$ cat config.mk
export PLATFORM = sky130hd
export DESIGN_NAME = cmms_core
export DESIGN_NICKNAME = d
export VERILOG_FILES = /design/src/common/cmms_pkg.sv /design/src/logic/cmms_core.sv
export SDC_FILE = /design/constraint.sdc
export NUM_CORES = 1
export LEC_CHECK = 0
export BUFFER_PORTS_ARGS = -buffer_cell sky130_fd_sc_hd__buf_2
export CAP_MARGIN = 20
export CORE_UTILIZATION = 50
export CTS_CLUSTER_SIZE = 28
export DETAILED_ROUTE_END_ITERATION = 6
export HOLD_SLACK_MARGIN = 0.06
export PLACE_DENSITY = 0.71
export SYNTH_ARGS = -nofsm -noshare
export SYNTH_HDL_FRONTEND = slang
export SYNTH_SLANG_ARGS = --single-unit
$ cat constraint.sdc
create_clock -name core_clk -period 2.6 [get_ports core_clk]
set_input_delay 0.26 -clock core_clk [delete_from_list [all_inputs] [get_ports core_clk]]
set_output_delay 0.26 -clock core_clk [all_outputs]
set_load 0.01 [all_outputs]
$ cat src/common/cmms_pkg.sv
package cmms_pkg;
	// Machine timing
	localparam int          STATES_PER_MCYCLE = 3;
	localparam int          MCYCLE_MIN        = 1;
	localparam int          MCYCLE_MAX        = 5;
	localparam logic [1:0]  STATE_LAST        = 2'h2;
	localparam logic [2:0]  MCYCLE_LAST       = 3'h4;
	// Program memory map
	localparam int          PC_W              = 11;
	localparam logic [10:0] PC_RESET          = 11'h000;
	localparam logic [10:0] CZP_LO            = 11'h010;
	localparam logic [10:0] CZP_HI            = 11'h01F;
	localparam logic [10:0] VEC_LO            = 11'h020;
	localparam logic [10:0] VEC_HI            = 11'h03D;
	localparam logic [10:0] TEST_LO           = 11'h7E0;
	localparam logic [10:0] TEST_HI           = 11'h7FF;
	// Stack pointer
	localparam logic [7:0]  SP_RESET          = 8'hFF;
	localparam logic [5:0]  SP_CNT_RESET      = 6'h3F;
	// Data memory map
	localparam logic [2:0]  BANK0             = 3'h0;
	localparam logic [2:0]  BANK7             = 3'h7;
	localparam logic [7:0]  COMMON_HI         = 8'h7F;
	localparam logic [10:0] RAM_LO            = 11'h780;
	localparam logic [10:0] SFR_TOP           = 11'h07F;
	// Register bus offsets (byte addresses)
	localparam logic [5:0]  OFF_SP            = 6'h00;
	localparam logic [5:0]  OFF_BANK          = 6'h04;
	localparam logic [5:0]  OFF_PTR           = 6'h08;
	localparam logic [5:0]  OFF_CTRL          = 6'h0C;
	localparam logic [5:0]  OFF_PC            = 6'h10;
	localparam logic [5:0]  OFF_DADDR         = 6'h14;
	localparam logic [5:0]  OFF_STATUS        = 6'h18;
	localparam logic [5:0]  OFF_ACC           = 6'h1C;
	// Control register fields
	localparam int          CTRL_RUN          = 0;
	localparam int          CTRL_PUSH         = 1;
	localparam int          CTRL_POP          = 2;
	localparam int          CTRL_IRQ          = 3;
	localparam int          CTRL_ADD          = 4;
	localparam int          CTRL_SUB          = 5;
	localparam int          CTRL_CZP          = 6;
	localparam int          CTRL_JUMP         = 7;
	localparam int          CTRL_MODE_LSB     = 8;
	localparam int          CTRL_LEN_LSB      = 12;
	localparam int          CTRL_VEC_LSB      = 16;
	// Access modes
	typedef enum logic [1:0] {
		MODE_PRIMARY   = 2'h0,
		MODE_SECONDARY = 2'h1,
		MODE_DIRECT    = 2'h2,
		MODE_STACK     = 2'h3
	} cmms_mode_t;
	// Interrupt entry sequence, one-hot
	typedef enum logic [3:0] {
		IRQ_IDLE = 4'h1,
		IRQ_ACC  = 4'h2,
		IRQ_PTR  = 4'h4,
		IRQ_CY   = 4'h8
	} cmms_irq_t;
endpackage : cmms_pkg

$ cat src/logic/cmms_core.sv
// Operation
// RQ1: Machine cycle has three states, each one clock period.
// RQ2: Each instruction takes one to five machine cycles.
// RQ3: System clock comes from crystal or RC source, selectable.
// RQ4: Program counter is eleven bits wide.
// RQ5: Program memory holds bytes at 0 to 2047, separate space.
// RQ6: Execution begins at program address zero after reset.
// RQ7: Zero-page call targets entries in 10H to 1FH.
// RQ8: Interrupt vectors come from 020H to 03DH.
// RQ9: Software places no code in 07E0H to 07FFH.
// RQ10: Stack pointer: bits 0 and 7 fixed one, six-bit counter.
// RQ11: Push decrements, pop increments the stack pointer.
// RQ12: Reset loads stack pointer with 0FFH.
// RQ13: Stack pointer accessed only byte-wide.
// RQ14: Writes keep bits 0 and 7; reads return them as one.
// RQ15: Carry flag takes add carry and subtract borrow.
// RQ16: Interrupt entry pushes accumulator pair, primary pointer, carry.
// RQ17: Data memory is four bits wide, separate space.
// RQ18: Data and stack RAM at 780H to 7FFH, stack grows down.
// RQ19: Special registers in bank 0 from 07FH downward.
// RQ20: Data address: three bank bits plus eight offset bits.
// RQ21: Common flag and direct access below 80H selects bank 0.
// RQ22: Bank select LSB zero gives bank 0, one gives bank 7.
// RQ23: Bank source per mode; stack always bank 7.
//
// Decided for this implementation: the register addresses and the Avalon-MM interface to the registers.
`timescale 1ns/100ps
`default_nettype none
module cmms_core
	import cmms_pkg::*;
(
	// System
	input  wire logic        core_clk,
	input  wire logic        nrst,
	// Avalon-MM slave
	input  wire logic [5:0]  avs_address,
	input  wire logic        avs_read,
	input  wire logic        avs_write,
	input  wire logic [31:0] avs_writedata,
	input  wire logic [3:0]  avs_byteenable,
	output logic [31:0]      avs_readdata,
	output logic             avs_waitrequest,
	// Clock source select, from a pin
	input  wire logic        osc_sel_pin,
	// Core status
	output logic [10:0]      prog_addr,
	output logic [10:0]      data_addr,
	output logic [1:0]       mstate,
	output logic             stack_we,
	output logic [7:0]       stack_wdata,
	output logic             clk_src_rc
);
	logic [5:0]  sp_cnt_reg;
	logic [2:0]  bank_select_primary_reg;
	logic [2:0]  bank_select_secondary_reg;
	logic        bank_common_flag_reg;
	logic        bank_enable_flag_reg;
	logic [7:0]  primary_pointer_pair_reg;
	logic [7:0]  secondary_pointer_pair_reg;
	logic [7:0]  acc_pair_reg;
	logic        carry_reg;
	logic [10:0] pc_reg;
	logic [1:0]  state_reg;
	logic [2:0]  mcycle_reg;
	logic [2:0]  instr_len_reg;
	logic        run_reg;
	logic [1:0]  mode_reg;
	logic [7:0]  imm_reg;
	logic [2:0]  vec_idx_reg;
	logic [2:0]  czp_idx_reg;
	logic [3:0]  ctrl_pend_reg;
	logic [2:0]  osc_sync_reg;
	logic        osc_sel_reg;
	logic        resp_reg;
	logic [31:0] rdata_reg;
	cmms_irq_t   irq_state_reg;
	logic [10:0] daddr_next;
	logic [4:0]  sum_next;
	logic        instr_end;
	logic        acc;
	logic        wr_ok;

	function automatic logic [2:0] bank_of(input logic [2:0] sel);
		// RQ22 LSB decode
		return sel[0] ? BANK7 : BANK0;
	endfunction : bank_of

	// RQ10 six-bit counter view
	function automatic logic [7:0] sp_view(input logic [5:0] cnt);
		// RQ14 fixed ones
		return {1'b1, cnt, 1'b1};
	endfunction : sp_view

	assign acc       = (avs_read | avs_write) & ~resp_reg;
	// Writes land on the edge that sees waitrequest low,
	// the same edge at which the master ends the transfer
	assign wr_ok     = avs_write & resp_reg;
	// RQ1 three states
	assign instr_end = run_reg && (state_reg == STATE_LAST) && (mcycle_reg >= instr_len_reg);

	// Bus answers one cycle after the request is seen
	always_ff @(posedge core_clk or negedge nrst) begin
		if (!nrst) begin
			resp_reg <= 1'b0;
		end else begin
			resp_reg <= acc;
		end
	end
	// Kept combinational: a registered version would cost a cycle per transfer
	assign avs_waitrequest = (avs_read | avs_write) & ~resp_reg;

	// Pin may move at any time; two agreeing stages filter glitches
	// RQ3 source select synchroniser
	always_ff @(posedge core_clk or negedge nrst) begin
		if (!nrst) begin
			osc_sync_reg <= 3'h0;
			osc_sel_reg  <= 1'b0;
		end else begin
			osc_sync_reg <= {osc_sync_reg[1:0], osc_sel_pin};
			if (osc_sync_reg[2] == osc_sync_reg[1]) begin
				osc_sel_reg <= osc_sync_reg[2];
			end
		end
	end

	// Control register: pending one-shot commands
	always_ff @(posedge core_clk or negedge nrst) begin
		if (!nrst) begin
			run_reg       <= 1'b0;
			mode_reg      <= 2'h0;
			instr_len_reg <= 3'h0;
			vec_idx_reg   <= 3'h0;
			czp_idx_reg   <= 3'h0;
			ctrl_pend_reg <= 4'h0;
		end else begin
			ctrl_pend_reg <= 4'h0;
			if (wr_ok && avs_address == OFF_CTRL && avs_byteenable[0]) begin
				run_reg       <= avs_writedata[CTRL_RUN];
				ctrl_pend_reg <= {avs_writedata[CTRL_JUMP], avs_writedata[CTRL_CZP],
				                  avs_writedata[CTRL_IRQ], 1'b0};
			end
			if (wr_ok && avs_address == OFF_CTRL && avs_byteenable[1]) begin
				mode_reg    <= avs_writedata[CTRL_MODE_LSB +: 2];
				// RQ2 length 1..5
				if (avs_writedata[CTRL_LEN_LSB +: 3] == 3'h0) begin
					instr_len_reg <= 3'h0;
				end else if (avs_writedata[CTRL_LEN_LSB +: 3] > MCYCLE_LAST + 3'h1) begin
					instr_len_reg <= MCYCLE_LAST;
				end else begin
					instr_len_reg <= avs_writedata[CTRL_LEN_LSB +: 3] - 3'h1;
				end
			end
			if (wr_ok && avs_address == OFF_CTRL && avs_byteenable[2]) begin
				vec_idx_reg <= avs_writedata[CTRL_VEC_LSB +: 3];
				czp_idx_reg <= avs_writedata[CTRL_VEC_LSB + 4 +: 3];
			end
		end
	end

	// Machine state and cycle counters
	// Halted core keeps its place in the cycle
	// Cycle counter wraps at the programmed length
	always_ff @(posedge core_clk or negedge nrst) begin
		if (!nrst) begin
			state_reg  <= 2'h0;
			mcycle_reg <= 3'h0;
		end else if (run_reg) begin
			if (state_reg == STATE_LAST) begin
				state_reg  <= 2'h0;
				mcycle_reg <= instr_end ? 3'h0 : mcycle_reg + 3'h1;
			end else begin
				state_reg <= state_reg + 2'h1;
			end
		end
	end

	// Program counter
	// RQ5 byte addresses 0 to 2047 only
	always_ff @(posedge core_clk or negedge nrst) begin
		if (!nrst) begin
			// RQ6 start at zero
			pc_reg <= PC_RESET;
		end else if (ctrl_pend_reg[1]) begin
			// RQ8 vector table
			pc_reg <= VEC_LO + {7'h00, vec_idx_reg, 1'b0};
		end else if (ctrl_pend_reg[2]) begin
			// RQ7 zero-page call entries
			pc_reg <= CZP_LO + {7'h00, czp_idx_reg, 1'b0};
		end else if (ctrl_pend_reg[3]) begin
			pc_reg <= rdata_reg[10:0];
		end else if (instr_end) begin
			// RQ4 eleven-bit wrap
			pc_reg <= pc_reg + 11'h001;
		end
	end

	// Stack pointer and interrupt context push
	// Push and pop share the counter; interrupt entry takes precedence
	always_ff @(posedge core_clk or negedge nrst) begin
		if (!nrst) begin
			// RQ12 reset value
			sp_cnt_reg    <= SP_CNT_RESET;
			irq_state_reg <= IRQ_IDLE;
			stack_we      <= 1'b0;
			stack_wdata   <= 8'h00;
		end else begin
			stack_we <= 1'b0;
			unique case (irq_state_reg)
				IRQ_IDLE: begin
					if (ctrl_pend_reg[1]) begin
						irq_state_reg <= IRQ_ACC;
					// RQ13 byte-wide access only
					end else if (wr_ok && avs_address == OFF_SP && avs_byteenable[0]) begin
						// RQ14 keep fixed bits
						sp_cnt_reg <= avs_writedata[6:1];
					end else if (wr_ok && avs_address == OFF_CTRL && avs_byteenable[0]
					             && avs_writedata[CTRL_PUSH]) begin
						// RQ11 push counts down
						sp_cnt_reg  <= sp_cnt_reg - 6'h01;
						stack_we    <= 1'b1;
						stack_wdata <= acc_pair_reg;
					end else if (wr_ok && avs_address == OFF_CTRL && avs_byteenable[0]
					             && avs_writedata[CTRL_POP]) begin
						// RQ11 pop counts up
						sp_cnt_reg <= sp_cnt_reg + 6'h01;
					end
				end
				// RQ16 context save
				IRQ_ACC: begin
					sp_cnt_reg    <= sp_cnt_reg - 6'h01;
					stack_we      <= 1'b1;
					stack_wdata   <= acc_pair_reg;
					irq_state_reg <= IRQ_PTR;
				end
				IRQ_PTR: begin
					sp_cnt_reg    <= sp_cnt_reg - 6'h01;
					stack_we      <= 1'b1;
					stack_wdata   <= primary_pointer_pair_reg;
					irq_state_reg <= IRQ_CY;
				end
				IRQ_CY: begin
					sp_cnt_reg    <= sp_cnt_reg - 6'h01;
					stack_we      <= 1'b1;
					stack_wdata   <= {7'h00, carry_reg};
					irq_state_reg <= IRQ_IDLE;
				end
				default: begin
					irq_state_reg <= IRQ_IDLE;
				end
			endcase
		end
	end

	// Bank and pointer registers
	// Upper selector bits are stored, but only bit 0 picks the bank
	// Pointers and flags clear with the core
	always_ff @(posedge core_clk or negedge nrst) begin
		if (!nrst) begin
			bank_select_primary_reg    <= 3'h0;
			bank_select_secondary_reg  <= 3'h0;
			bank_common_flag_reg       <= 1'b0;
			bank_enable_flag_reg       <= 1'b0;
			primary_pointer_pair_reg   <= 8'h00;
			secondary_pointer_pair_reg <= 8'h00;
			imm_reg                    <= 8'h00;
		end else if (wr_ok) begin
			if (avs_address == OFF_BANK && avs_byteenable[0]) begin
				bank_select_primary_reg   <= avs_writedata[2:0];
				bank_select_secondary_reg <= avs_writedata[6:4];
			end
			if (avs_address == OFF_BANK && avs_byteenable[1]) begin
				bank_common_flag_reg <= avs_writedata[8];
				bank_enable_flag_reg <= avs_writedata[9];
			end
			if (avs_address == OFF_PTR && avs_byteenable[0]) begin
				primary_pointer_pair_reg <= avs_writedata[7:0];
			end
			if (avs_address == OFF_PTR && avs_byteenable[1]) begin
				secondary_pointer_pair_reg <= avs_writedata[15:8];
			end
			if (avs_address == OFF_PTR && avs_byteenable[2]) begin
				imm_reg <= avs_writedata[23:16];
			end
		end
	end

	// Accumulator pair and carry
	// Only the low nibble takes part; the high nibble is kept
	assign sum_next = avs_writedata[CTRL_ADD]
	                  ? {1'b0, acc_pair_reg[3:0]} + {1'b0, avs_writedata[27:24]}
	                  : {1'b0, acc_pair_reg[3:0]} - {1'b0, avs_writedata[27:24]};
	always_ff @(posedge core_clk or negedge nrst) begin
		if (!nrst) begin
			acc_pair_reg <= 8'h00;
			carry_reg    <= 1'b0;
		end else if (wr_ok && avs_address == OFF_ACC && avs_byteenable[0]) begin
			acc_pair_reg <= avs_writedata[7:0];
		end else if (wr_ok && avs_address == OFF_CTRL && avs_byteenable[0] && avs_byteenable[3]
		             && (avs_writedata[CTRL_ADD] | avs_writedata[CTRL_SUB])) begin
			// RQ15 carry or borrow
			acc_pair_reg[3:0] <= sum_next[3:0];
			carry_reg         <= sum_next[4];
		end
	end

	// Data address formation
	// RQ17 nibble space apart from program
	always_comb begin
		daddr_next = {BANK0, imm_reg};
		unique case (mode_reg)
			// RQ23 primary pair bank
			MODE_PRIMARY:   daddr_next = {bank_of(bank_select_primary_reg), primary_pointer_pair_reg};
			MODE_SECONDARY: daddr_next = {bank_of(bank_enable_flag_reg ? bank_select_secondary_reg
			                              : bank_select_primary_reg), secondary_pointer_pair_reg};
			MODE_DIRECT: begin
				// RQ19 special registers below 80H
				// RQ21 common area override
				if (bank_common_flag_reg && imm_reg <= COMMON_HI) begin
					daddr_next = {BANK0, imm_reg};
				end else begin
					// RQ20 bank plus offset
					daddr_next = {bank_of(bank_enable_flag_reg ? bank_select_secondary_reg
					              : bank_select_primary_reg), imm_reg};
				end
			end
			// RQ18 stack in bank 7
			MODE_STACK:     daddr_next = {BANK7, sp_view(sp_cnt_reg)};
		endcase
	end

	// Registered outputs
	// Outputs lag their sources by one clock
	always_ff @(posedge core_clk or negedge nrst) begin
		if (!nrst) begin
			prog_addr  <= PC_RESET;
			data_addr  <= 11'h000;
			mstate     <= 2'h0;
			clk_src_rc <= 1'b0;
		end else begin
			prog_addr  <= pc_reg;
			data_addr  <= daddr_next;
			mstate     <= state_reg;
			clk_src_rc <= osc_sel_reg;
		end
	end

	// Read data; unmapped offsets read zero
	always_ff @(posedge core_clk or negedge nrst) begin
		if (!nrst) begin
			rdata_reg <= 32'h0000_0000;
		end else if (acc && avs_read) begin
			unique case (avs_address)
				// RQ14 ones read back
				OFF_SP:     rdata_reg <= {24'h00_0000, sp_view(sp_cnt_reg)};
				OFF_BANK:   rdata_reg <= {22'h00_0000, bank_enable_flag_reg, bank_common_flag_reg,
				                          1'b0, bank_select_secondary_reg, 1'b0, bank_select_primary_reg};
				OFF_PTR:    rdata_reg <= {8'h00, imm_reg, secondary_pointer_pair_reg, primary_pointer_pair_reg};
				OFF_CTRL:   rdata_reg <= {13'h0000, vec_idx_reg, 1'b0, instr_len_reg, 2'h0, mode_reg,
				                          7'h00, run_reg};
				OFF_PC:     rdata_reg <= {21'h00_0000, pc_reg};
				OFF_DADDR:  rdata_reg <= {21'h00_0000, daddr_next};
				OFF_STATUS: rdata_reg <= {21'h00_0000, osc_sel_reg, irq_state_reg, carry_reg,
				                          mcycle_reg, state_reg};
				OFF_ACC:    rdata_reg <= {24'h00_0000, acc_pair_reg};
				default:    rdata_reg <= 32'h0000_0000;
			endcase
		// Last PC write is held here for the jump command until the next bus read
		end else if (wr_ok && avs_address == OFF_PC) begin
			rdata_reg <= avs_writedata;
		end
	end
	assign avs_readdata = rdata_reg;
endmodule : cmms_core
`default_nettype wire

; ---- Word-level counts from Yosys, hierarchy flattened
; Index checks and enable logic that the tools add are counted.
[totals]
register_bits = 154
latchBits = 0
ram_bits = 0
rom_bits = 0
input_bits = 47
out_inout_bits = 67
n_memories = 0
[classes]
add_sub_neg = 10
n_mul = 0
n_div = 0
n_lt_le_gt_ge = 3
eq_ne = 21
shift = 0
n_mux = 35
bitwise_logic = 6
n_reduce_logical = 40
[ops]
columns = operator, count
row1 = $pmux 24 s8, 1
row2 = $mux 32, 2
row3 = $mux 11, 5
row4 = $pmux 11 s4, 1
row5 = $pmux 8 s4, 1
row6 = $eq 6x5->1 const B, 4
row7 = $mux 6, 4
row8 = $mux 8, 3
row9 = $logic_and 1x1->1, 22
row10 = $mux 4, 4
row11 = $mux 3, 5
row12 = $reduce_and 2->1, 7
row13 = $eq 6x4->1 const B, 2
row14 = $pmux 4 s3, 1
row15 = $pmux 6 s2, 1
row16 = $add 11x1->11 const B, 1
row17 = $le 8x7->1 const B, 1
row18 = $ne 2x2->1 const B, 4
row19 = $reduce_bool 4->1, 2
row20 = $add 6x4->7 const A, 1
row21 = $add 5x4->6 const A, 1
row22 = $add 6x1->6 const B, 1
row23 = $eq 2x2->1 const B, 3
row24 = $eq 6x3->1 const B, 1
row25 = other kinds (29), 37

; ---- Longest topological paths before layout
[logic_depth]
ltp_word = 9
depth_mapped = 9
mapped_depth_nobuf = 9

; ---- Least setup slack after synthesis
; No wires, ideal clock.
[synth_timing]
path_type = input to register
start = input avs_writedata[4]
end = register carry_reg
setup_ps = 127
t_arrival_ps = 1976
required_time_ps = 2473
setup_slack_ps = 496
stages = 7
path_cell_list = clkbuf_1 > mux2_2 > fa_1 > a21o_1 > a21oi_1 > xnor2_1 > mux2_1
[synth_between]
elab_chain_len = 3
word_cells_on_any_way = 4
[synth_rtl]
columns = element, line
row1 = "start, declared", cmms_core.sv:39  ; input wire logic [31:0] avs_writedata,
row2 = $or 1x1->1, cmms_core.sv:299  ; && (avs_writedata[CTRL_ADD] | avs_writedata[CTRL_SUB])) begin
row3 = $logic_and 1x1->1, cmms_core.sv:299
row4 = $reduce_and 2->1 (no line), -
row5 = "end signal, assigned", cmms_core.sv:302  ; carry_reg <= sum_next[4];
row6 = "end, declared", cmms_core.sv:61  ; logic carry_reg;
; Parallel ways exist; a longest one is shown, timed or not.
; A chain may end at the register's enable or synchronous reset.

; ---- Final worst setup path
[layout_timing]
start = register resp_reg
end = register rdata_reg[22] (netlist: avs_readdata[22])
[layout_between]
elab_chain_len = 4
word_cells_on_any_way = 7
[layout_rtl]
columns = element, line
row1 = "start, declared", cmms_core.sv:74  ; logic resp_reg;
row2 = "start signal, assigned", cmms_core.sv:104  ; resp_reg <= 1'b0;
row3 = "start signal, assigned", cmms_core.sv:106  ; resp_reg <= acc;
row4 = $not 1->1, cmms_core.sv:94  ; assign acc = (avs_read | avs_write) & ~resp_reg;
row5 = $and 1x1->1, cmms_core.sv:94
row6 = $logic_and 1x1->1, cmms_core.sv:351  ; end else if (acc && avs_read) begin
row7 = $mux 32 / $reduce_bool 2->1 (equally long branches), -
row8 = "end signal, assigned", cmms_core.sv:354  ; OFF_SP: rdata_reg <= {24'h00_0000, sp_view(sp_cnt_reg)};
row9 = "end signal, assigned", cmms_core.sv:355  ; OFF_BANK: rdata_reg <= {22'h00_0000, bank_enable_flag_reg, bank_common_flag_reg,
row10 = "end signal, assigned", cmms_core.sv:357  ; OFF_PTR: rdata_reg <= {8'h00, imm_reg, secondary_pointer_pair_reg, primary_pointer_pair_reg};
row11 = "end, declared", cmms_core.sv:75  ; logic [31:0] rdata_reg;
; Parallel ways exist; a longest one is shown, timed or not.

==> metrics.md <==
| Metric | Value |
|---|---|
| Post-synth EDFFs | 0 |
| R2r setup slk | 440 ps |
| Slew Viols, Final | 0 |
| Synthesized Nets | 782 |
| Place WS | 229 ps |
| R2r startpoint | resp_reg |
| ANT cells | 0 |
| Most used DFF post-synth | dfrtp_1 |
| Unrepaired setup endpoints after global routing | false |
| Slew HR | 0.442 |
| Worst Tran Pin Value | 836 ps |
| Setup TNS | 0 ps |
| Clock slew at reported path FFs | 60 ps |
| Worst Hold Depth | 3 |
| Final min period | 2160 ps |
| Fmax | 464 MHz |
| Root buf cell | clkbuf_16 |
| Failing checks | design-rule violations |
| Number of global-route vias before repair | 6,475 |
| HP Class | input pin to register |
| Register area share after synthesis | 0.501 |
| VDD IR-drop max | 440 uV |
| # setup viols final | 0 |
| Status | finished, violations left |
| Core ar. | 14,600 um^2 |
| Chip Height | 125 um |
| CTS tree | yes |
| Critical path class | register to register |
| Post-Syn Area per Cell | 10.5 um^2 |
| CTS Buf Count | 17 |
| Hold_sp | avs_writedata[30] |
| Max reg flops | 32 |
| ANT nets after route | 0 |
| Clock Sink Count | 151 |
| Clk buf depth | 2 |
| Reg2reg path depth | 5 |
| Fin nets | 901 |
| Initial drt markers | 451 |
| Grt ovf | 0 |
| Post-DP HPWL | 17,800 um |
| Cells after Synth | 719 |
| Area grow syn2layout | 20.0% |
| Die area | 15,600 um^2 |
| Pwr per Cell Area | 678 nW/um^2 |
| DR DRC count | 13 |
| Req. time, crit path | 2950 ps |
| Die X | 125 um |
| Critical path capture point type | register |
| Via count | 6,521 |
| Detailed Routing Iterations Pass 1 | 7 |
| Gpl congestion | 0.964 |
| Most frequent cell after synthesis | dfrtp_1 |
| Ys Warns | 0 |
| Leading area contributor after synthesis | dfrtp_1 |
| Clk_lat worst skew | 430 ps |
| Worst Hold Endpoint | avs_readdata[30] |
| GRT Total Usage | 0.322 |
| Starting Density | 0.516 |
| Hold Fails Final Rpt | 0 |
| Synthesized area | 7560 um^2 |
| Critical path arrival | 2510 ps |
| H-tree levels | 4 |
| Post-synth top cells | dfrtp_1, nand2_1, nor2_1 |
| CP Launch Type | register |
| Drt wl/cell | 23.2 um |
| Leak pwr | 0.00430 uW |
| IO Count | 114 |
| Initial antenna violation count | 1 |
| Maximum number of pins on one net before global-route repair | 150 |
| Synth cell types | 68 |
| CTS resizes | 0 |
| Total of max-cap violations | 0 |
| Area contributors post-synth | dfrtp_1, mux2_2, nand2_1 |
| Post-synth top area share | 0.477 |
| Final worst slack | 443 ps |
| Share of post-route cells with drive strength above 1 | 0.284 |
| Post-Route Skew | 7.97 ps |
| Async S/R FF share, synth | 1.00 |
| Crit share post-route | 0.830 |
| Final wirelength | 24,000 um |
| Crit Path Max Fanout | 9 |
| Seq cells post-synth | 151 |
| First-pass GRT wire length | 37,700 um |
| Rows | 44 |
| DR vias/cell | 6.31 |
| Buffers on Ports | 113 |
| R2R Path End | avs_readdata[22] |
==> worst max path at each step <==
| stage | startpoint | endpoint | cells after the start |
|---|---|---|---|
| floorplan | avs_writedata[4] | carry_reg | 7 |
| global placement | avs_writedata[24] | carry_reg | 9 |
| detailed placement | avs_writedata[24] | carry_reg | 9 |
| CTS | instr_len_reg[0] | pc_reg[3] | 7 |
| global route | mode_reg[1] | avs_readdata[9] | 6 |
| finish | resp_reg | avs_readdata[22] | 5 |
==> cells in the final DEF, fill, tap and decap left out, drive strengths merged, types with 7 or more instances in the layout <==
master    n
and2     11
nand2    64
nor2     60
dfrtp   144
a22o     12
a31oi    15
dfstp     7
ha       15
mux2     50
mux2i     8
a22oi    25
buf     140
or4       8
a21oi    39
inv      24
nor2b     7
and3      7
a222oi    8
clkbuf   20
nor3      8
nand3    18
xor2      9
o211ai    7
o21ai    49
o31ai     9
==> metrics by stage <==
stage | instances | power, uW | hold WS [ps] | util | instance area [um^2]
CTS | 1034 | 6170 | 65.1 | 0.619 | 9060
detailed placement | 1001 | 3530 | 39.3 | 0.575 | 8410
global route | 1034 | 6370 | 85.3 | 0.619 | 9060
global placement | 1001 | 3500 | 39.6 | 0.575 | 8410
finish | 1034 | 6150 | 74.3 | 0.619 | 9060
floorplan | 719 | 3120 | -35.6 | - | 7560
==> timing repair <==
item,in CTS,in global routing
setup buffers,0,0
hold buffers,2,0
endpoints found under the setup margin,0,0
endpoints found under the hold margin,145,0
==> critical path, stage by stage, from the launching register on <==
cell and delay [ps]:
dfrtp_1 460, nand2b_1 190, or4_1 620, nor2_1 530, nand2_1 140, a21oi_1 140
==> per-layer routing <==
metal  vias up  global-route usage  share of wire
li1       2869                   -              -
met1      3251               0.431           0.42
met2       347               0.518           0.47
met3        52              0.0569          0.077
met4         2               0.146          0.035
met5         -                   0        0.00071
==> layout make-up <==
cell class | count | area, um^2
Clock inverter | 11 | 173
Inverter | 23 | 86.3
Sequential cell | 151 | 3790
Tap cell | 184 | 230
Timing Repair Buffer | 142 | 820
Clock buffer | 20 | 457
Multi-Input combinational cell | 503 | 3510
Fill cell | 1236 | 5580
==> kinds of logic (layout without fill, tap and decap cells) <==
group | count (synthesis) | count (layout) | share of synthesized area
flip-flops | 151 | 151 | 0.501
adder cells (fa/ha/maj) | 17 | 17 | 0.0288
XOR/XNOR | 14 | 14 | 0.0162
AO/OA/AOI/OAI | 204 | 204 | 0.181
multiplexers | 64 | 64 | 0.103
buffers and inverters | 65 | 196 | 0.0349
AND/OR/NAND/NOR | 204 | 204 | 0.135
==> report_power, final <==
part           switching [uW]  internal (uW)  total (uW)
clock network             992           1650        2650
registers                 218           2540        2760
logic                     424            315         739
Power figures use the tool's default switching activity.
